File: src/hdl/lasf_pkg.sv
// shared constants, codes and carriers of the activation status block
package lasf_pkg;

  // wishbone register byte offsets
  localparam int         ADR_W    = 4;
  localparam logic [3:0] REG_CMD  = 4'h0;
  localparam logic [3:0] REG_STAT = 4'h4;
  localparam logic [3:0] REG_OVH  = 4'h8;

  // status register field positions
  localparam int STAT_PWR_BIT = 4;
  localparam int STAT_ST_LSB  = 16;

  // clock and time figures
  localparam int CLK_NS        = 40;
  localparam int FRAMES_PER_MS = 8;
  localparam int SLIP_NS       = 1500000;
  localparam int SLIP_CYC      = (SLIP_NS + CLK_NS - 1) / CLK_NS;
  localparam int SUPERVISOR_MS = 15000;
  localparam int TONE_TX_MS    = 3;
  localparam int EC_TRAIN_MS   = 1000;
  localparam int SYNC_WAIT_MS  = 6000;
  localparam int RX_HOLD_MS    = 40;
  localparam int READY_MS      = 24;
  localparam int ERR_HOLD_MS   = 40;
  localparam int WARN_MS       = 40;

  // wake-up tone period counts
  localparam int TONE_POWERUP = 8;
  localparam int TONE_DETECT  = 12;

  // commands written by the host controller
  typedef enum logic [3:0] {
    CMD_IDLE       = 4'h0,
    CMD_TEARDOWN   = 4'h1,
    CMD_RX_CLEAR   = 4'h2,
    CMD_WAKEUP     = 4'h3,
    CMD_LOOP2      = 4'h4,
    CMD_LINE_ONLY  = 4'h5,
    CMD_EXT_REQ    = 4'h6,
    CMD_LOCAL_LOOP = 4'h7,
    CMD_ST_RESET   = 4'h8,
    CMD_TEST       = 4'h9
  } lasf_cmd_t;

  // status codes returned to the host
  typedef enum logic [3:0] {
    CODE_IDLE          = 4'h0,
    CODE_READY         = 4'h1,
    CODE_WAKEUP        = 4'h2,
    CODE_SHUTDOWN_ACK  = 4'h3,
    CODE_FAR_LOSS      = 4'h4,
    CODE_STARTUP_FAIL  = 4'h5,
    CODE_SIGNAL_LOSS   = 4'h6,
    CODE_FRAMING_LOSS  = 4'h7,
    CODE_FRAME_SLIP    = 4'h8,
    CODE_LINE_SYNC     = 4'h9
  } lasf_code_t;

  // line signal classes sent downstream
  typedef enum logic [2:0] {
    SIG_NONE       = 3'h0,
    SIG_LOCAL_TONE = 3'h1,
    SIG_EC_TRAIN   = 3'h2,
    SIG_SYNC_TX    = 3'h3,
    SIG_DATA       = 3'h4
  } lasf_sig_t;

  // one-hot activation states
  typedef enum logic [15:0] {
    ST_RESET       = 16'h0001,
    ST_TEST        = 16'h0002,
    ST_DEACT       = 16'h0004,
    ST_ALERT       = 16'h0008,
    ST_ALERT_ERR   = 16'h0010,
    ST_AWAKE       = 16'h0020,
    ST_AWAKE_ERR   = 16'h0040,
    ST_EC_TRAIN    = 16'h0080,
    ST_EC_CONV     = 16'h0100,
    ST_LINE_ON     = 16'h0200,
    ST_PEND_TRANSP = 16'h0400,
    ST_TRANSP      = 16'h0800,
    ST_PEND_DEACT  = 16'h1000,
    ST_TEAR_DOWN   = 16'h2000,
    ST_SIG_LOSS    = 16'h4000,
    ST_RX_RESET    = 16'h8000
  } lasf_state_t;

  // receiver and link inputs, all from outside the clock domain
  typedef struct packed {
    logic bit_clock_line;
    logic frame_sync_line;
    logic tone_env;
    logic tone_wave;
    logic residual_level_seen;
    logic residual_quiet;
    logic long_signal_loss;
    logic framing_lost;
    logic link_up_rx;
    logic subscriber_side_active_bit;
    logic sai_valid;
    logic buffer_slip;
  } lasf_line_t;

  // overhead bits and signal class sent downstream
  typedef struct packed {
    logic      link_up_flag;
    logic      shutdown_warn_bit;
    logic      u_only_flag;
    lasf_sig_t tx_sig;
  } lasf_ovh_t;

endpackage

File: src/hdl/lasf_sync.sv
`timescale 1ns/1ns
// two-flop synchroniser for a bundle of asynchronous inputs
module lasf_sync #(
  parameter int W = 1
) (
  input  wire logic         clk_i,
  input  wire logic         rst_b_i,
  input  wire logic [W-1:0] d_i,
  output logic      [W-1:0] q_o
);

  // the first stage feeds only the second stage
  for (genvar i = 0; i < W; i++) begin : g_bit
    logic meta_ff;
    logic sync_ff;
    always_ff @(posedge clk_i or negedge rst_b_i) begin
      if (!rst_b_i) begin
        meta_ff <= 1'b0;
        sync_ff <= 1'b0;
      end else begin
        meta_ff <= d_i[i];
        sync_ff <= meta_ff;
      end
    end
    assign q_o[i] = sync_ff;
  end

endmodule

File: src/hdl/lasf_top.sv
`timescale 1ns/1ns
// exchange-side activation and status state machine of one line port

// Overview of operation
// - ready code needs far link-up, delay, no loop
// - wake-up code on tone start or subscriber active
// - shutdown ack on teardown, reset, test
// - far loss code while transparent, not looped, and link-up bit is zero
// - startup fail code when supervisor expires
// - signal loss and framing loss codes
// - line sync code once both directions synced
// - overhead bits sent with plain polarity, except the shutdown warn bit, which is active low
// - u-only flag follows host command or subscriber
// - alerting sends local tone for 3 ms
// - supervisor expiry in alerting holds alert error
// - remote tone enters awake, restarts supervisor
// - awake error only from receive reset
// - deactivated line silent, requests start activation
// - after remote tone, requests wait for idle
// - tone periods: 8 powers up, 12 leaves
// - EC converged sends sync signal, waits
// - EC training sends training signal, waits
// - ready code 24 ms after link-up sent
module lasf_top
  import lasf_pkg::*;
#(
  parameter int SUP_MS      = SUPERVISOR_MS,
  parameter int EC_MS       = EC_TRAIN_MS,
  parameter int SYNC_MS     = SYNC_WAIT_MS,
  parameter int MS_FRAMES   = FRAMES_PER_MS,
  parameter int SLIP_CYCLES = SLIP_CYC
) (
  // clock and reset
  input  wire logic             clk_i,
  input  wire logic             rst_b_i,
  // wishbone slave
  input  wire logic             wb_cyc_i,
  input  wire logic             wb_stb_i,
  input  wire logic             wb_we_i,
  input  wire logic [ADR_W-1:0] wb_adr_i,
  input  wire logic [3:0]       wb_sel_i,
  input  wire logic [31:0]      wb_dat_i,
  output logic      [31:0]      wb_dat_o,
  output logic                  wb_ack_o,
  // receiver, tone detector and system bus timing
  input  wire lasf_line_t       line_i,
  // status and downstream outputs
  output lasf_code_t            status_code_o,
  output lasf_ovh_t             ovh_o,
  output logic                  line_out_pos_o,
  output logic                  line_out_neg_o,
  output logic                  powered_up_o
);

  logic [$bits(lasf_line_t)-1:0] ln_v;
  lasf_line_t  ln;
  lasf_line_t  ln_d_ff;
  lasf_cmd_t   cmd_ff;
  lasf_state_t state_ff;
  lasf_state_t nxt_state;
  lasf_code_t  code_ff;
  lasf_code_t  nxt_code;
  lasf_ovh_t   ovh_ff;
  lasf_ovh_t   nxt_ovh;
  logic [3:0]  frm_cnt_ff;
  logic [9:0]  bclk_cnt_ff;
  logic [9:0]  bclk_last_ff;
  logic [1:0]  frm_seen_ff;
  logic [15:0] slip_cnt_ff;
  logic [15:0] ms_cnt_ff;
  logic [15:0] sup_cnt_ff;
  logic        sup_run_ff;
  logic [3:0]  tone_cnt_ff;
  logic        tone_seen_ff;
  logic        exch_ff;
  logic        analog_ff;
  logic        line_only_ff;
  logic        sai_ok_ff;
  logic        pos_ff;
  logic        neg_ff;
  logic        pwr_ff;
  logic        ack_ff;
  logic [31:0] rdat_ff;
  logic        frame_rise;
  logic        bclk_rise;
  logic        tone_rise;
  logic        slip_rise;
  logic        ms_tick;
  logic        phase_jump;
  logic        tone_ok;
  logic        sup_done;
  logic        host_req;
  logic        loop_on;
  logic        wb_req;

  // pins cross into the clock domain before anything reads them
  lasf_sync #(
    .W ($bits(lasf_line_t))
  ) u_sync (
    .clk_i   (clk_i),
    .rst_b_i (rst_b_i),
    .d_i     (line_i),
    .q_o     (ln_v)
  );
  assign ln = lasf_line_t'(ln_v);

  // edge finding on the synchronised copies
  always_ff @(posedge clk_i or negedge rst_b_i) begin
    if (!rst_b_i) begin
      ln_d_ff <= '0;
    end else begin
      ln_d_ff <= ln;
    end
  end
  assign frame_rise = ln.frame_sync_line & ~ln_d_ff.frame_sync_line;
  assign bclk_rise  = ln.bit_clock_line & ~ln_d_ff.bit_clock_line;
  assign tone_rise  = ln.tone_wave & ~ln_d_ff.tone_wave;
  assign slip_rise  = ln.buffer_slip & ~ln_d_ff.buffer_slip;

  // millisecond tick from frame sync edges
  always_ff @(posedge clk_i or negedge rst_b_i) begin
    if (!rst_b_i) begin
      frm_cnt_ff <= 4'h0;
    end else if (frame_rise) begin
      frm_cnt_ff <= ms_tick ? 4'h0 : frm_cnt_ff + 4'h1;
    end
  end
  assign ms_tick = frame_rise && (frm_cnt_ff == 4'(MS_FRAMES - 1));

  // bit clocks per frame; a changed count is a phase jump
  always_ff @(posedge clk_i or negedge rst_b_i) begin
    if (!rst_b_i) begin
      bclk_cnt_ff  <= 10'h000;
      bclk_last_ff <= 10'h000;
      frm_seen_ff  <= 2'h0;
    end else if (frame_rise) begin
      bclk_cnt_ff  <= 10'h000;
      bclk_last_ff <= bclk_cnt_ff;
      if (!frm_seen_ff[1]) begin
        frm_seen_ff <= frm_seen_ff + 2'h1;
      end
    end else if (bclk_rise) begin
      bclk_cnt_ff <= bclk_cnt_ff + 10'h001;
    end
  end
  // the first two frames only fill the counters
  assign phase_jump = frame_rise && frm_seen_ff[1]
                      && (bclk_cnt_ff != bclk_last_ff);

  // frame slip hold; a new slip restarts the full period
  always_ff @(posedge clk_i or negedge rst_b_i) begin
    if (!rst_b_i) begin
      slip_cnt_ff <= 16'h0000;
    end else if (phase_jump || slip_rise) begin
      slip_cnt_ff <= 16'(SLIP_CYCLES);
    end else if (slip_cnt_ff != 16'h0000) begin
      slip_cnt_ff <= slip_cnt_ff - 16'h0001;
    end
  end

  // consecutive tone periods while the envelope is present
  always_ff @(posedge clk_i or negedge rst_b_i) begin
    if (!rst_b_i) begin
      tone_cnt_ff <= 4'h0;
    end else if (!ln.tone_env) begin
      tone_cnt_ff <= 4'h0;
    end else if (tone_rise && !tone_ok) begin
      tone_cnt_ff <= tone_cnt_ff + 4'h1;
    end
  end
  assign tone_ok = tone_cnt_ff >= 4'(TONE_DETECT);

  // remembered remote tone blocks requests; the set wins
  always_ff @(posedge clk_i or negedge rst_b_i) begin
    if (!rst_b_i) begin
      tone_seen_ff <= 1'b0;
    end else if (state_ff == ST_DEACT && tone_ok) begin
      tone_seen_ff <= 1'b1;
    end else if (cmd_ff == CMD_IDLE || state_ff != ST_DEACT) begin
      tone_seen_ff <= 1'b0;
    end
  end

  assign host_req = cmd_ff inside {CMD_WAKEUP, CMD_LOOP2,
                                   CMD_LINE_ONLY, CMD_LOCAL_LOOP};
  assign loop_on  = analog_ff || (cmd_ff == CMD_LOOP2);
  assign sup_done = sup_run_ff && (sup_cnt_ff >= 16'(SUP_MS));

  // activation mode, latched when leaving the deactivated state
  always_ff @(posedge clk_i or negedge rst_b_i) begin
    if (!rst_b_i) begin
      exch_ff      <= 1'b0;
      analog_ff    <= 1'b0;
      line_only_ff <= 1'b0;
    end else if (state_ff == ST_DEACT) begin
      exch_ff      <= nxt_state == ST_ALERT;
      analog_ff    <= (nxt_state == ST_ALERT)
                      && (cmd_ff == CMD_LOCAL_LOOP);
      line_only_ff <= (nxt_state == ST_ALERT)
                      && (cmd_ff == CMD_LINE_ONLY);
    end
  end

  // next state
  always_comb begin
    nxt_state = state_ff;
    unique case (state_ff)
      ST_RESET: begin
        if (cmd_ff == CMD_TEARDOWN) nxt_state = ST_DEACT;
      end
      ST_TEST: begin
        if (cmd_ff inside {CMD_TEARDOWN, CMD_RX_CLEAR}) nxt_state = ST_DEACT;
      end
      ST_DEACT: begin
        if (tone_ok && cmd_ff == CMD_IDLE) nxt_state = ST_AWAKE;
        else if (host_req && !tone_seen_ff) nxt_state = ST_ALERT;
      end
      ST_ALERT: begin
        if (sup_done) nxt_state = ST_ALERT_ERR;
        else if (tone_ok) nxt_state = ST_AWAKE;
        // the looped local tone counts as heard once sent
        else if (analog_ff && ms_cnt_ff >= 16'(TONE_TX_MS))
          nxt_state = ST_AWAKE;
      end
      ST_ALERT_ERR, ST_SIG_LOSS: begin
        if (cmd_ff == CMD_RX_CLEAR) nxt_state = ST_RX_RESET;
      end
      ST_AWAKE, ST_AWAKE_ERR: begin
        // the error variant holds before it may move on
        if ((!ln.tone_env || analog_ff) && (state_ff == ST_AWAKE
            || ms_cnt_ff >= 16'(ERR_HOLD_MS)))
          nxt_state = ST_EC_TRAIN;
      end
      ST_EC_TRAIN: begin
        if (ln.residual_quiet || ms_cnt_ff >= 16'(EC_MS))
          nxt_state = ST_EC_CONV;
      end
      ST_EC_CONV: begin
        if (ln.residual_level_seen || analog_ff
            || ms_cnt_ff >= 16'(SYNC_MS))
          nxt_state = ST_LINE_ON;
      end
      ST_LINE_ON: begin
        if (ln.link_up_rx && !loop_on) nxt_state = ST_PEND_TRANSP;
      end
      ST_PEND_TRANSP: begin
        if (ms_cnt_ff >= 16'(READY_MS)) nxt_state = ST_TRANSP;
      end
      // a lost far-side link-up only changes the code, never the state
      ST_TRANSP: nxt_state = state_ff;
      ST_PEND_DEACT: begin
        if (ms_cnt_ff >= 16'(WARN_MS)) nxt_state = ST_TEAR_DOWN;
      end
      ST_TEAR_DOWN: begin
        if (ln.long_signal_loss) nxt_state = ST_DEACT;
      end
      ST_RX_RESET: begin
        if (tone_ok) nxt_state = ST_AWAKE_ERR;
        else if (ms_cnt_ff >= 16'(RX_HOLD_MS) && cmd_ff != CMD_RX_CLEAR)
          nxt_state = ST_DEACT;
      end
      default: nxt_state = ST_DEACT;
    endcase
    // failures of a synchronised line, then teardown
    if (state_ff inside {ST_LINE_ON, ST_PEND_TRANSP, ST_TRANSP}) begin
      if (ln.long_signal_loss) nxt_state = ST_SIG_LOSS;
      else if (ln.framing_lost) nxt_state = ST_TEAR_DOWN;
    end
    if (cmd_ff == CMD_TEARDOWN && state_ff inside {ST_ALERT, ST_AWAKE,
        ST_EC_TRAIN, ST_EC_CONV, ST_LINE_ON, ST_PEND_TRANSP, ST_TRANSP})
      nxt_state = ST_PEND_DEACT;
    // unconditional commands win everywhere
    if (cmd_ff == CMD_ST_RESET) nxt_state = ST_RESET;
    else if (cmd_ff == CMD_TEST) nxt_state = ST_TEST;
  end

  // state register
  always_ff @(posedge clk_i or negedge rst_b_i) begin
    if (!rst_b_i) begin
      state_ff <= ST_DEACT;
    end else begin
      state_ff <= nxt_state;
    end
  end

  // per-state timer restarts on every state change
  always_ff @(posedge clk_i or negedge rst_b_i) begin
    if (!rst_b_i) begin
      ms_cnt_ff <= 16'h0000;
    end else if (nxt_state != state_ff) begin
      ms_cnt_ff <= 16'h0000;
    end else if (ms_tick && ms_cnt_ff != 16'hFFFF) begin
      ms_cnt_ff <= ms_cnt_ff + 16'h0001;
    end
  end

  // start-up supervisor spans several states
  always_ff @(posedge clk_i or negedge rst_b_i) begin
    if (!rst_b_i) begin
      sup_cnt_ff <= 16'h0000;
      sup_run_ff <= 1'b0;
    end else if ((state_ff == ST_DEACT && nxt_state != ST_DEACT)
                 || (state_ff == ST_ALERT && nxt_state == ST_AWAKE
                     && exch_ff)) begin
      sup_cnt_ff <= 16'h0000;
      sup_run_ff <= 1'b1;
    end else if (nxt_state inside {ST_LINE_ON, ST_DEACT, ST_RX_RESET}) begin
      sup_run_ff <= 1'b0;
    end else if (ms_tick && sup_run_ff && !sup_done) begin
      sup_cnt_ff <= sup_cnt_ff + 16'h0001;
    end
  end

  // status code towards the host
  always_comb begin
    nxt_code = CODE_IDLE;
    unique case (state_ff)
      ST_RESET, ST_TEST, ST_PEND_DEACT, ST_TEAR_DOWN:
        nxt_code = CODE_SHUTDOWN_ACK;
      ST_ALERT_ERR: nxt_code = CODE_STARTUP_FAIL;
      ST_AWAKE, ST_AWAKE_ERR, ST_EC_TRAIN, ST_EC_CONV:
        nxt_code = sup_done ? CODE_STARTUP_FAIL : CODE_WAKEUP;
      ST_LINE_ON, ST_PEND_TRANSP:
        nxt_code = (line_only_ff && ln.subscriber_side_active_bit)
                   ? CODE_WAKEUP : CODE_LINE_SYNC;
      ST_TRANSP: begin
        if (loop_on) nxt_code = CODE_LINE_SYNC;
        else if (ln.link_up_rx) nxt_code = CODE_READY;
        else nxt_code = CODE_FAR_LOSS;
      end
      ST_SIG_LOSS: nxt_code = CODE_SIGNAL_LOSS;
      default: nxt_code = CODE_IDLE;
    endcase
    // framing loss is reported while the teardown runs
    if (state_ff == ST_TEAR_DOWN && ln.framing_lost)
      nxt_code = CODE_FRAMING_LOSS;
    if (slip_cnt_ff != 16'h0000) nxt_code = CODE_FRAME_SLIP;
  end

  // downstream overhead and line signal
  always_comb begin
    nxt_ovh = '0;
    nxt_ovh.link_up_flag = state_ff inside {ST_PEND_TRANSP, ST_TRANSP};
    nxt_ovh.shutdown_warn_bit =
      !(state_ff inside {ST_PEND_DEACT, ST_TEAR_DOWN});
    unique case (cmd_ff)
      CMD_LINE_ONLY: nxt_ovh.u_only_flag = 1'b0;
      CMD_WAKEUP, CMD_LOOP2, CMD_EXT_REQ: nxt_ovh.u_only_flag = 1'b1;
      default: nxt_ovh.u_only_flag =
        sai_ok_ff && ln.subscriber_side_active_bit;
    endcase
    nxt_ovh.tx_sig = SIG_NONE;
    if (state_ff == ST_ALERT && ms_cnt_ff < 16'(TONE_TX_MS))
      nxt_ovh.tx_sig = SIG_LOCAL_TONE;
    else if (state_ff == ST_EC_TRAIN) nxt_ovh.tx_sig = SIG_EC_TRAIN;
    else if (state_ff == ST_EC_CONV) nxt_ovh.tx_sig = SIG_SYNC_TX;
    else if (state_ff inside {ST_LINE_ON, ST_PEND_TRANSP, ST_TRANSP})
      nxt_ovh.tx_sig = SIG_DATA;
  end

  // subscriber bit counts only once seen valid after deactivation
  always_ff @(posedge clk_i or negedge rst_b_i) begin
    if (!rst_b_i) begin
      sai_ok_ff <= 1'b0;
    end else if (ln.sai_valid && state_ff != ST_DEACT) begin
      sai_ok_ff <= 1'b1;
    end else if (state_ff == ST_DEACT) begin
      sai_ok_ff <= 1'b0;
    end
  end

  // registered outputs; analog loop keeps the tone off the line
  always_ff @(posedge clk_i or negedge rst_b_i) begin
    if (!rst_b_i) begin
      code_ff <= CODE_IDLE;
      ovh_ff  <= '0;
      pos_ff  <= 1'b0;
      neg_ff  <= 1'b0;
      pwr_ff  <= 1'b0;
    end else begin
      code_ff <= nxt_code;
      ovh_ff  <= nxt_ovh;
      pos_ff  <= nxt_ovh.tx_sig != SIG_NONE && !analog_ff;
      neg_ff  <= nxt_ovh.tx_sig != SIG_NONE && !analog_ff;
      pwr_ff  <= state_ff != ST_DEACT
                 || tone_cnt_ff >= 4'(TONE_POWERUP);
    end
  end
  assign status_code_o  = code_ff;
  assign ovh_o          = ovh_ff;
  assign line_out_pos_o = pos_ff;
  assign line_out_neg_o = neg_ff;
  assign powered_up_o   = pwr_ff;

  // wishbone: ack one cycle after the request, then low
  assign wb_req = wb_cyc_i && wb_stb_i && !ack_ff;
  always_ff @(posedge clk_i or negedge rst_b_i) begin
    if (!rst_b_i) begin
      ack_ff  <= 1'b0;
      rdat_ff <= 32'h0000_0000;
    end else begin
      ack_ff  <= wb_req;
      rdat_ff <= 32'h0000_0000;
      if (wb_req && !wb_we_i) begin
        unique case (wb_adr_i)
          REG_CMD:  rdat_ff[3:0] <= cmd_ff;
          REG_STAT: begin
            rdat_ff[3:0]            <= code_ff;
            rdat_ff[STAT_PWR_BIT]   <= pwr_ff;
            rdat_ff[STAT_ST_LSB+:16] <= state_ff;
          end
          REG_OVH:  rdat_ff[$bits(lasf_ovh_t)-1:0] <= ovh_ff;
          default:  rdat_ff <= 32'h0000_0000;
        endcase
      end
    end
  end
  assign wb_ack_o = ack_ff;
  assign wb_dat_o = rdat_ff;

  // command register written at the acknowledging edge
  always_ff @(posedge clk_i or negedge rst_b_i) begin
    if (!rst_b_i) begin
      cmd_ff <= CMD_IDLE;
    end else if (ack_ff && wb_cyc_i && wb_stb_i && wb_we_i
                 && wb_adr_i == REG_CMD && wb_sel_i[0]) begin
      cmd_ff <= lasf_cmd_t'(wb_dat_i[3:0]);
    end
  end
endmodule

File: config.mk
export PLATFORM = sky130hd
export DESIGN_NAME = lasf_top
export DESIGN_NICKNAME = d
export VERILOG_FILES = /design/src/hdl/lasf_pkg.sv /design/src/hdl/lasf_sync.sv /design/src/hdl/lasf_top.sv
export SDC_FILE = /design/constraint.sdc
export NUM_CORES = 1
export LEC_CHECK = 0
export BUFFER_PORTS_ARGS = -buffer_cell sky130_fd_sc_hd__buf_2
export CAP_MARGIN = 20
export CORE_ASPECT_RATIO = 1.5
export CORE_MARGIN = 3
export CORE_UTILIZATION = 59
export DETAILED_ROUTE_END_ITERATION = 12
export PLACE_DENSITY = 0.91
export SLEW_MARGIN = 20
export SYNTH_ARGS = -nofsm -noshare
export SYNTH_HDL_FRONTEND = slang
export SYNTH_SLANG_ARGS = --single-unit
File: constraint.sdc
create_clock -name clk_i -period 4.5 [get_ports clk_i]
set_input_delay 0.9 -clock clk_i [delete_from_list [all_inputs] [get_ports clk_i]]
set_output_delay 0.9 -clock clk_i [all_outputs]
set_load 0.05 [all_outputs]
## Word level (Yosys, flattened, before mapping)

Cells that the tools add are included.

- Bits in latches: 0
- Output and inout port bits: 46
- Memory bits (writable): 0
- Input bits: 57
- Word-level logic and storage cells: 260
- Register bits: 177
- Memories kept: 0
- Bits in read-only memories: 0

- $add $sub $neg: 7
- Equal/unequal tests: 41
- Mux-type cells: 60
- Bitwise operators: 9
- $lt $le $gt $ge: 9
- Reductions and logical operators: 80
- Multipliers: 0
- Shift operators: 0
- Div/mod/pow operators: 0

Operators with widths:

| kind | count |
|---|---|
| $mux W16 | 31 |
| $pmux W16 S14 | 1 |
| $logic_and A1 B1 Y1 | 35 |
| $add A16 B1 Y16 const B | 2 |
| $eq A16 B10 Y1 const B | 2 |
| $eq A16 B16 Y1 const B | 2 |
| $eq A16 B3 Y1 const B | 2 |
| $eq A16 B4 Y1 const B | 2 |
| $eq A16 B6 Y1 const B | 2 |
| $mux W32 | 1 |
| $ne A16 B3 Y1 const B | 2 |
| $mux W4 | 7 |
| $eq A4 B3 Y1 const B | 6 |
| $pmux W4 S6 | 1 |
| $mux W10 | 2 |
| $reduce_bool A2 Y1 | 10 |
| $mux W3 | 6 |
| $eq A16 B1 Y1 const B | 1 |
| $eq A16 B11 Y1 const B | 1 |
| $eq A16 B12 Y1 const B | 1 |
| $eq A16 B13 Y1 const B | 1 |
| $eq A16 B14 Y1 const B | 1 |
| $eq A16 B15 Y1 const B | 1 |
| $eq A16 B2 Y1 const B | 1 |
| other kinds (41) | 85 |

## Logic depth before layout (Yosys ltp)

Gate-level depths: netlist of the first run.

- Word-level depth: 18
- Depth in mapped cells: 13
- Mapped depth without buffers: 9

## By module

Synthesis of the first run repeated with hierarchy kept, for this count alone.

- Cells, all modules: 940
- Area total of the unflattened synthesis: 8,949.8 um^2

Modules (own cells, without submodules):

| module | instances | seq. area each (um^2) | cells each | area an instance (um^2) |
|---|---|---|---|---|
| lasf_top | 1 | 3,579.7 | 904 | 8,259.2 |
| lasf_sync | 1 | 600.6 | 36 | 690.7 |

## Worst setup path after synthesis of the first run

No wires, ideal clock.

- Path type: flip-flop to flip-flop
- Start: reg state_ff[1]
- End: reg ms_cnt_ff[15]
- Path buffers: 3
- Library setup time: 94 ps
- Period minus slack after synthesis: 3,279 ps
- Data required time: 4,406 ps
- Setup slack: 1,221 ps
- Stages on the path, launching flop included: 13
- Arrival: 3,185 ps
- Path through: dfrtp_1 -> buf_6 -> or4_4 -> buf_6 -> or4_4 -> o32ai_4 -> nor2_2 -> nor4b_4 -> a32o_1 -> nor3_2 -> nand3_2 -> buf_6 -> nor4b_4

- Word-level cells in the longest chain between the ends: 13
- Elaborated cells on any way between the ends: 50
- Classes of those cells: eq/ne: 17; mux: 25; reduce/logical: 8

RTL lines:

| item | RTL line | RTL |
|---|---|---|
| start, declared | lasf_top.sv:59 | `lasf_state_t state_ff;` |
| start signal, assigned | lasf_top.sv:282 | `state_ff <= nxt_state;` |
| $eq A16 B6 Y1 | lasf_top.sv:207, lasf_top.sv:230, lasf_top.sv:269 |  |
| $logic_or A1 B1 Y1 | lasf_top.sv:231 | `\|\| ms_cnt_ff >= 16'(ERR_HOLD_MS)))` |
| $logic_and A1 B1 Y1 | lasf_top.sv:230 | `if ((!ln.tone_env \|\| analog_ff) && (state_ff == ST_AWAKE` |
| $mux W16 | lasf_top.sv:230 |  |
| $pmux W16 S14 | lasf_top.sv:207 | `unique case (state_ff)` |
| $mux W16 | lasf_top.sv:267 | `else if (ln.framing_lost) nxt_state = ST_TEAR_DOWN;` |
| $mux W16 | lasf_top.sv:266 | `if (ln.long_signal_loss) nxt_state = ST_SIG_LOSS;` |
| $mux W16 | lasf_top.sv:265 | `if (state_ff inside {ST_LINE_ON, ST_PEND_TRANSP, ST_TRANSP}) begin` |
| $mux W16 | lasf_top.sv:269 | `if (cmd_ff == CMD_TEARDOWN && state_ff inside {ST_ALERT, ST_AWAKE,` |
| $mux W16 | lasf_top.sv:274 | `else if (cmd_ff == CMD_TEST) nxt_state = ST_TEST;` |
| $mux W16 | lasf_top.sv:273 | `if (cmd_ff == CMD_ST_RESET) nxt_state = ST_RESET;` |
| $ne A16 B16 Y1 (*) | lasf_top.sv:290 | `end else if (nxt_state != state_ff) begin` |
| $mux W16 or $reduce_bool A2 Y1 (tied branches) | n/a |  |
| end signal, assigned | lasf_top.sv:293 | `ms_cnt_ff <= ms_cnt_ff + 16'h0001;` |
| end, declared | lasf_top.sv:70 | `logic [15:0] ms_cnt_ff;` |

Every way passes the cells marked *; elsewhere a longest branch is shown, timed or not.
A chain may end at the register's enable or synchronous reset.

## Final worst setup path of the first run

- Start: reg cmd_ff[0]
- End: reg sup_cnt_ff[11]

- Word-level cells in the longest chain between the ends: 18
- Elaborated cells on any way between the ends: 48
- Classes of those cells: eq/ne: 15; mux: 16; reduce/logical: 17

RTL lines:

| item | RTL line | RTL |
|---|---|---|
| start, declared | lasf_top.sv:58 | `lasf_cmd_t cmd_ff;` |
| start signal, assigned | lasf_top.sv:427 | `cmd_ff <= lasf_cmd_t'(wb_dat_i[3:0]);` |
| $eq A4 B2 Y1 (tied with other cells) | lasf_top.sv:184 | `assign host_req = cmd_ff inside {CMD_WAKEUP, CMD_LOOP2,` |
| $reduce_bool A4 Y1 or $logic_or A1 B1 Y1 (tied branches) | lasf_top.sv:184, lasf_top.sv:186 |  |
| $logic_and A1 B1 Y1 or $logic_not A1 Y1 (tied branches) | lasf_top.sv:216, lasf_top.sv:244 |  |
| $mux W16 or $logic_and A1 B1 Y1 (tied branches) | lasf_top.sv:216, lasf_top.sv:244 |  |
| $mux W16, on equally long branches | lasf_top.sv:215, lasf_top.sv:244 |  |
| $pmux W16 S14 | lasf_top.sv:207 |  |
| $mux W16 | lasf_top.sv:267 |  |
| $mux W16 | lasf_top.sv:266 |  |
| [... 2 more ...] | n/a |  |
| $mux W16 | lasf_top.sv:274 |  |
| $mux W16 (*) | lasf_top.sv:273 |  |
| $eq A16 B6 Y1 | lasf_top.sv:303 | `\|\| (state_ff == ST_ALERT && nxt_state == ST_AWAKE` |
| $logic_and A1 B1 Y1 | lasf_top.sv:303 |  |
| $logic_and A1 B1 Y1 | lasf_top.sv:304 | `&& exch_ff)) begin` |
| $logic_or A1 B1 Y1 | lasf_top.sv:303 |  |
| $ne A2 B2 Y1 (no source line) or $reduce_bool A2 Y1 (tied branches) | n/a |  |
| $reduce_and A2 Y1 (no source line) | n/a |  |
| end signal, assigned | lasf_top.sv:310 | `sup_cnt_ff <= sup_cnt_ff + 16'h0001;` |
| end, declared | lasf_top.sv:71 | `logic [15:0] sup_cnt_ff;` |

Marked as above.

==> impl_summary.md, run 1 <==
Synth
By area the synthesized netlist is led by dfrtp_1 46%, xnor2_1 3.3%, nor2_1 3.2%. The most used flip-flop cell after synthesis is dfrtp_1. Yosys printed 0 warnings.

The number of library cell types mapped by synthesis is 89. The async set or reset register ratio after synthesis is 1.00. The share of the Yosys chip area taken by registers is 0.461. The instance count of the mapped netlist is 892. The cell taking the most area after synthesis is dfrtp_1.

The per-instance average area after synthesis is approximately 10 um^2. The total standard cell area after synthesis is 9060 um^2. The top cell type's share of synthesized area is 0.459. After synthesis the netlist holds a flip-flop and latch count of 167. Counting flops with a built-in enable in the synthesized netlist gives 0.

Die
The die is between 100 and 150 um wide. The die covers 16900 um^2. The die extent in y is roughly 160 um. For this design the top-level I/O count stands at 103. The number of rows created at floorplan is 54. The standard cell core area is 14800 um^2. For this configuration, the core starts out at a cell density of 0.612.

Min path
The startpoint of the most critical hold path is u_sync.g_bit[10].meta_ff$_DFF_PN0_. Along the worst hold path, the cell count comes to 0. The worst min-delay path category is flip-flop to flip-flop.

Timing
The clock arrives with 0.00998 ns of skew. The clock period could shrink to between 3 and 4 ns. The final-report max-slew violation count is 0. The part of the cycle the worst path needs is 0.888. The headroom to the max-slew limit is 0.442. The worst hold-check slack is about 0.35 ns. Static timing analysis puts the maximum clock frequency at 250 MHz. At the pin with the least slew margin, the transition time is approximately 0.84 ns. The number of endpoints with negative hold slack in the final report is 0. Setup repair after global routing left no endpoint under its margin.

The number of setup violations in the final report is 0. After routing, the total negative slack on setup checks comes to 0 ns. After layout, the worst setup slack is a little over 0.5 ns.

Critical path
The startpoint-to-endpoint class of the critical path is flip-flop to flip-flop. STA classifies the critical path startpoint as a flip-flop. Tracing the worst setup path back leads to its startpoint at cmd_ff[0]$_DFFE_PN0P_.

STA classifies the critical path endpoint as a flip-flop. The startpoint of the worst register-to-register path is cmd_ff[0]$_DFFE_PN0P_. In this run the worst path has a maximum fanout of 16. The worst path required time is 4.85 ns. The depth of the most critical reg-to-reg path is 10.

The data arrival time of the worst path is 4.35 ns.

Final layout
The area growth from synthesis to layout is 12.2%. The filler cells instantiated in the layout total 1072. The final cell utilization of the core is 0.687. The final antenna diode count is 0. In the final design database the tool counted approximately 1000 nets.

The summed area of non-filler cells in the final layout is ~10000 um^2. The fraction of layout cells with a size suffix above 1 is 0.195.

Routing
Summing over every cut layer, the via total after detailed routing is roughly 7200. The pre-antenna-repair detailed-routing pass consisted of 5 iterations. The count of nets left with antenna violations once routing finished came out at 0.

The final wirelength is around 23 mm. The number of vias per cell after detailed routing is between 6 and 7. The number of remaining DRC errors is 0. The average wire per standard cell is slightly below 20 um. The iteration-0 DRC count of the detailed router is around 470.

Global routing
The first global-routing pass estimated between 30 and 40 mm of wire. The number of global-route vias before repair is around 7400. The global router's overall resource usage is 0.286. The global route total overflow is 0.

The pin count of the biggest net entering global routing is 96. The initial antenna violation count was 0.

Place
Summing all placed instances gives a cell area of approximately 9600 um^2. The weighted congestion reported at the end of routability-driven placement is about 1.0. The count of input and output buffers is a little over 60.

The pre-CTS worst setup slack is about 0.63 ns. The HPWL after detailed placement is 16.3 mm.

Clock network
The post-CTS repair timing setup buffer count is 0. The clock sink total is 167. TritonCTS built the clock tree. The number of CTS-inserted buffers is 17. The clock tree synthesis step divided the H-tree into 4 levels. Buffers inserted to repair hold after CTS numbered 0. Post-CTS repair changed the size of 0 cells. Clock tree synthesis selected as its root buffer the cell clkbuf_16. The register clock-pin slew on the reported worst setup and hold paths is approximately 0.070 ns. At the later pin of the worst-skew pair, clock insertion delay measures approximately 0.43 ns. In this run the deepest clock path goes through 2 buffers.

Outcome
The run finished with clean final reports.

Pwr
The static leakage is between 4 and 5 nW. The power density normalized to cell area is slightly below 400 nW/um^2. VDD sags by at most 0.000285 V.

Run
The count of maximum capacitance violations is 0.
synthesized netlist by cell type (all sizes together) (9+ instances only):
cell type,n
nor2b,15
nor2,78
xnor2,34
nor3,29
dfrtp,166
buf,31
inv,25
xor2,30
mux2,16
or3,13
or4,18
nor4b,27
nand2b,12
a211oi,11
clkbuf,24
nand4,18
and2,34
and3,17
o21ai,22
nand2,65
a21oi,34
ha,9
nor4,23
mux2i,10
nand3,35
per-layer routing:
| metal | up-vias | share of wire | GRT usage |
|---|---|---|---|
| met5 | - | 0 | 0 |
| met4 | 0 | 0.069 | 0.185 |
| met3 | 107 | 0.052 | 0.0547 |
| met2 | 286 | 0.52 | 0.505 |
| met1 | 3492 | 0.36 | 0.313 |
| li1 | 3325 | - | - |
registers in the layout (all words and copies together), names as in the netlist, 2 cells and up:
signal / flops
bclk_last_ff: 10
state_ff: 16
status_code_o: 4
bclk_cnt_ff: 10
cmd_ff: 4
ms_cnt_ff: 16
frm_cnt_ff: 4
tone_cnt_ff: 4
slip_cnt_ff: 16
frm_seen_ff: 2
wb_dat_o: 22
ln_d_ff: 4
ovh_o: 6
u_sync.g_bit.sync_ff: 12
sup_cnt_ff: 16
u_sync.g_bit.meta_ff: 12
final timing paths:
check	end	slack (ns)
setup / recovery	sup_cnt_ff[11]$_DFFE_PN0P_	0.51
hold / removal	u_sync.g_bit[10].sync_ff$_DFF_PN0_	0.35
setup reg to reg	sup_cnt_ff[11]$_DFFE_PN0P_	0.51
hold reg to reg	u_sync.g_bit[10].sync_ff$_DFF_PN0_	0.35
max in group asynchronous	state_ff[2]$_DFF_PN1_	3.03
min in group asynchronous	wb_dat_o[3]$_DFF_PN0_	0.54
power by group:
part	internal [mW]	switching, mW	leakage, nW
Clock	0.812	0.652	0.291
Sequential	1.59	0.0929	2.19
Combinational	0.265	0.510	2.22
Total	2.67	1.25	4.70
cell type report:
type | instances | area [um^2] | area share
tap | 196 | 245 | 0.0241
timing repair buffer | 88 | 527 | 0.0518
inverter | 25 | 93.8 | 0.00923
clock buffer | 20 | 457 | 0.0449
sequential | 167 | 4180 | 0.411
multi-input combinational | 654 | 4530 | 0.446
clock inverter | 12 | 133 | 0.0130
worst max-delay path, stage by stage, from the launching register on:
cell	delay [ns]
dfrtp_1	0.54
or4b_2	0.79
a21oi_1	0.23
o32a_1	0.23
nand3_1	0.20
nor4b_2	0.55
a211oi_1	0.16
buf_4	0.22
or3_1	0.45
or3_1	0.39
a21oi_1	0.16
logic make-up (layout without fill, tap and decap cells):
| kind of cell | count (synthesis) | count (layout) | share of synthesized area |
|---|---|---|---|
| AND/OR/NAND/NOR | 410 | 410 | 0.282 |
| adder cells (fa/ha/maj) | 9 | 9 | 0.0124 |
| XOR/XNOR | 64 | 64 | 0.0619 |
| flip-flops | 167 | 167 | 0.461 |
| buffers and inverters | 80 | 145 | 0.0434 |
| other | 1 | 10 | 0.000414 |
| AO/OA/AOI/OAI | 135 | 135 | 0.108 |
| multiplexers | 26 | 26 | 0.0309 |
cell usage in the layout (no fill, tap or decap), types with 13 or more instances in the layout:
master     synthesis  layout
nand3_1           33      33
dfrtp_1          166     166
nor3_1            27      27
nor4_1            17      17
and2_1            33      33
nand2_1           65      65
or3_1             13      13
nand4_1           18      18
and3_1            17      17
nor2b_1           15      14
buf_4             12      26
buf_2             13      60
o21ai_0           21      21
nor2_1            77      77
xor2_1            30      30
clkbuf_16          0      17
mux2_2            16      16
xnor2_1           34      34
a21oi_1           32      32
inv_1             25      25
or4_1             15      15
per-stage QoR:
step	cells	power (mW)
floorplan	901	2.27
global placement	1130	2.44
detailed placement	1130	2.47
CTS	1162	3.92
global route	1162	4.08
finish	1162	3.92
Power figures use the tool's default switching activity.
==> run 2: changes to the inputs <==
--- a/config.mk
+++ b/config.mk
@@ -9,9 +9,10 @@
 export CAP_MARGIN = 20
 export CORE_ASPECT_RATIO = 1.5
 export CORE_MARGIN = 3
-export CORE_UTILIZATION = 59
+export CORE_UTILIZATION = 29
 export DETAILED_ROUTE_END_ITERATION = 12
-export PLACE_DENSITY = 0.91
+export PLACE_DENSITY = 0.56
+export REMOVE_ABC_BUFFERS = 1
 export SLEW_MARGIN = 20
 export SYNTH_ARGS = -nofsm -noshare
 export SYNTH_HDL_FRONTEND = slang
==> impl_summary.md, run 2 (synthesis results as in run 1) <==
Outcome
The run finished with clean final reports.

Final layout
In the layout the commonest cells are 166 x dfrtp_1, 77 x nor2_1, 65 x nand2_1. The non-filler instance count after layout came to 1383 (+19%). The leading cell type in the layout, fill and taps excluded is dfrtp_1. The summed area of non-filler cells in the final layout is 10600 um^2 (+4.0%). The net count of the finished layout is 1036 (+1.7%). The area growth from synthesis to layout is 16.7%. The flip-flop count of the largest register, all copies and words added is 22 (unchanged). The number of fill cells in the layout is 3088 (+190%).

The fraction of layout cells with a size suffix above 1 is 0.207 (+0.0119). The final antenna diode count is 0 (unchanged).

Clock network
TritonCTS built the clock tree. The clock sink total was 167 (unchanged). The maximum root-to-sink buffer count is 2 (unchanged). The total number of H-tree levels was 4 (unchanged). The post-cts hold buffer count came to 0 (unchanged). The cell sitting at the root of the clock tree is a clkbuf_16. The clock network latency to the later pin of the worst-skew pair is 0.45 ns (+0.02 ns). The number of CTS-inserted buffers is 17 (unchanged).

The post-cts resize count was 0 (unchanged). The post-CTS repair timing setup buffer count is 0 (unchanged). The register clock-pin slew on the reported worst setup and hold paths is 0.07 ns (about the same).

Timing
The minimum clock period was 3.98 ns (-0.0139 ns). The part of the cycle the worst path needs is 0.885 (-0.00309). The post-route setup TNS came to 0 ns (unchanged).

The maximum clock skew at final layout is 0.0104 ns (+0.000396 ns). Setup repair after global routing left no endpoint under its margin. The transition time at the pin with the least slew margin came to 0.793 ns (-0.0445 ns). The number of setup violations in the final report is 0 (unchanged). The final-report max-slew violation count is 0 (unchanged). The headroom to the max-slew limit is 0.458 (+0.0160). The number of endpoints with negative hold slack in the final report is 0 (unchanged). The worst hold-check slack is 0.347 ns (-0.00154 ns). The fmax is 251 MHz (+0.35%).

Critical path
Walking the worst path, the cells encountered are or4_1 > nor4_1 > buf_4 > o41a_1 > a211o_1 > a211oi_1 > buf_4 > or3_1 > or3_1 > a21oi_1. The buffers plus inverters on the worst setup path is 2 (+1). The depth of the most critical reg-to-reg path is 10 (unchanged). The endpoint kind of the worst setup timing path is a flip-flop.

The depth of the critical timing path with buffers and inverters included is 10 (unchanged). The worst path required time came to 4.87 ns (+0.02 ns). In this run the worst setup path begins at state_ff[14]$_DFF_PN0_. The maximum net fanout on the critical path came to 13 (-3). In this run the critical register-to-register path is captured at sup_cnt_ff[11]$_DFFE_PN0P_. The timing endpoint of the critical path is sup_cnt_ff[11]$_DFFE_PN0P_. The data arrival time of the worst path is 4.35 ns (about the same). Among cell families on the critical path, the largest total delay comes from simple AND/OR/NAND/NOR gates.

The startpoint of the worst register-to-register path is state_ff[14]$_DFF_PN0_. The worst setup slack for register-to-register paths is 0.52 ns (about the same). Among all stages on the critical path, the largest delay is contributed by or4_1.

The startpoint-to-endpoint class of the critical path is flip-flop to flip-flop. STA classifies the critical path startpoint as a flip-flop. The biggest cell delay along the critical path is 0.75 ns (-0.04 ns).

Pwr
The maximum vdd ir drop is 0.000169 V (-41%). The power density normalized to cell area came to 376 nW/um^2 (-2.5%). The static leakage is 4.79 nW (+1.8%).

Min path
The path class of the tightest hold or removal check is flip-flop to flip-flop. The number of cells traversed by the worst hold path is 0 (unchanged).

Routing
The number of vias per cell after detailed routing is 5.16 (-17%). The number of remaining DRC errors is 0 (unchanged). The count of vias placed by the detailed router came to 7136 (-1.0%). The average wire per standard cell was 17.7 um (-11%). The final wirelength was 24.5 mm (+6.2%). The number of nets still failing antenna checks after routing is 0 (unchanged). The iteration-0 DRC count of the detailed router is 408 (-14%). The count of TritonRoute iterations in the first routing pass came to 7 (+2).

Die
The horizontal extent of the die came to 150 um (+40%). The total die area is 33400 um^2 (+98%). The die extent in y is 222 um (+41%). The initial core utilization is 0.297 (-0.316). The standard cell core area was 30500 um^2 (+110%). The boundary pin count is 103 (unchanged). The number of rows created at floorplan came to 78 (+44%).

Run
The count of maximum capacitance violations is 0 (unchanged).

Global routing
The global router's overall resource usage came to 0.151 (-0.135). The first-pass GRT wire length is 39.6 mm (+4.8%). The fraction of met2 tracks used by global routing came to 0.258 (-0.247).

The highest-utilization routing layer at the global route stage is met2. The met3 track demand over resource in global routing is 0.0322 (-0.0224). The met1 demand-to-capacity share in global routing was 0.169 (-0.143).

The global route total overflow is 0 (unchanged). The initial antenna violation count came to 0 (unchanged). The pin count of the biggest net entering global routing was 83 (-14%). The number of global-route vias before repair came to 7409 (+0.76%).

Place
The count of input and output buffers is 61 (unchanged). The post-place instance area is 9980 um^2 (+4.2%). The weighted congestion reported at the end of routability-driven placement is 0.925 (-11%). The HPWL after detailed placement came to 18.2 mm (+11%). The cell count after placement was 1351 (+20%).
-- run 2: report_power, final --
group | leakage (nW) | total [mW] | switching [mW] | internal [mW]
Combinational | 2.31 | 0.806 | 0.513 | 0.293
Sequential | 2.19 | 1.68 | 0.0863 | 1.59
Clock | 0.289 | 1.50 | 0.638 | 0.858
-- run 2: worst register-to-register path: stages, from the launching register on --
cell	delay (ns)
dfrtp_1	0.53
or4_1	0.75
nor4_1	0.49
buf_4	0.20
o41a_1	0.15
a211o_1	0.48
a211oi_1	0.10
buf_4	0.21
or3_1	0.46
or3_1	0.37
a21oi_1	0.16
-- run 2: routing by layer --
layer | vias up | part of all wire
li1 | 3361 | -
met1 | 3472 | 0.40
met2 | 224 | 0.51
met3 | 79 | 0.040
met4 | 0 | 0.058
met5 | - | 0
-- run 2: worst min path at each step --
stage | from | end | slack, ns
after floorplan | u_sync.g_bit[0].meta_ff$_DFF_PN0_ | u_sync.g_bit[0].sync_ff$_DFF_PN0_ | 0.33
after global placement | u_sync.g_bit[11].meta_ff$_DFF_PN0_ | u_sync.g_bit[11].sync_ff$_DFF_PN0_ | 0.33
after detailed placement | u_sync.g_bit[6].meta_ff$_DFF_PN0_ | u_sync.g_bit[6].sync_ff$_DFF_PN0_ | 0.33
after CTS | u_sync.g_bit[6].meta_ff$_DFF_PN0_ | u_sync.g_bit[6].sync_ff$_DFF_PN0_ | 0.35
after global routing | u_sync.g_bit[6].meta_ff$_DFF_PN0_ | u_sync.g_bit[6].sync_ff$_DFF_PN0_ | 0.36
final | u_sync.g_bit[6].meta_ff$_DFF_PN0_ | u_sync.g_bit[6].sync_ff$_DFF_PN0_ | 0.35
-- run 2: layout make-up --
| cell class | count | area (um^2) | share of cell area |
|---|---|---|---|
| Timing Repair Buffer | 105 | 679 | 0.0642 |
| Clock buffer | 21 | 460 | 0.0435 |
| Sequential cell | 167 | 4180 | 0.395 |
| Inverter | 25 | 93.8 | 0.00887 |
| Multi-Input combinational cell | 654 | 4520 | 0.428 |
| Tap cell | 400 | 500 | 0.0473 |
| Clock inverter | 11 | 138 | 0.0130 |
-- run 2: per-stage QoR --
stage          total power [mW]  setup WS (ns)   util
2_1_floorplan              2.22          0.233      -
3_3_place_gp               2.50          0.548  0.327
3_5_place_dp               2.51          0.602  0.327
4_1_cts                    4.04          0.559  0.346
5_1_grt                    4.18          0.295  0.346
6_report                   3.98          0.520  0.346
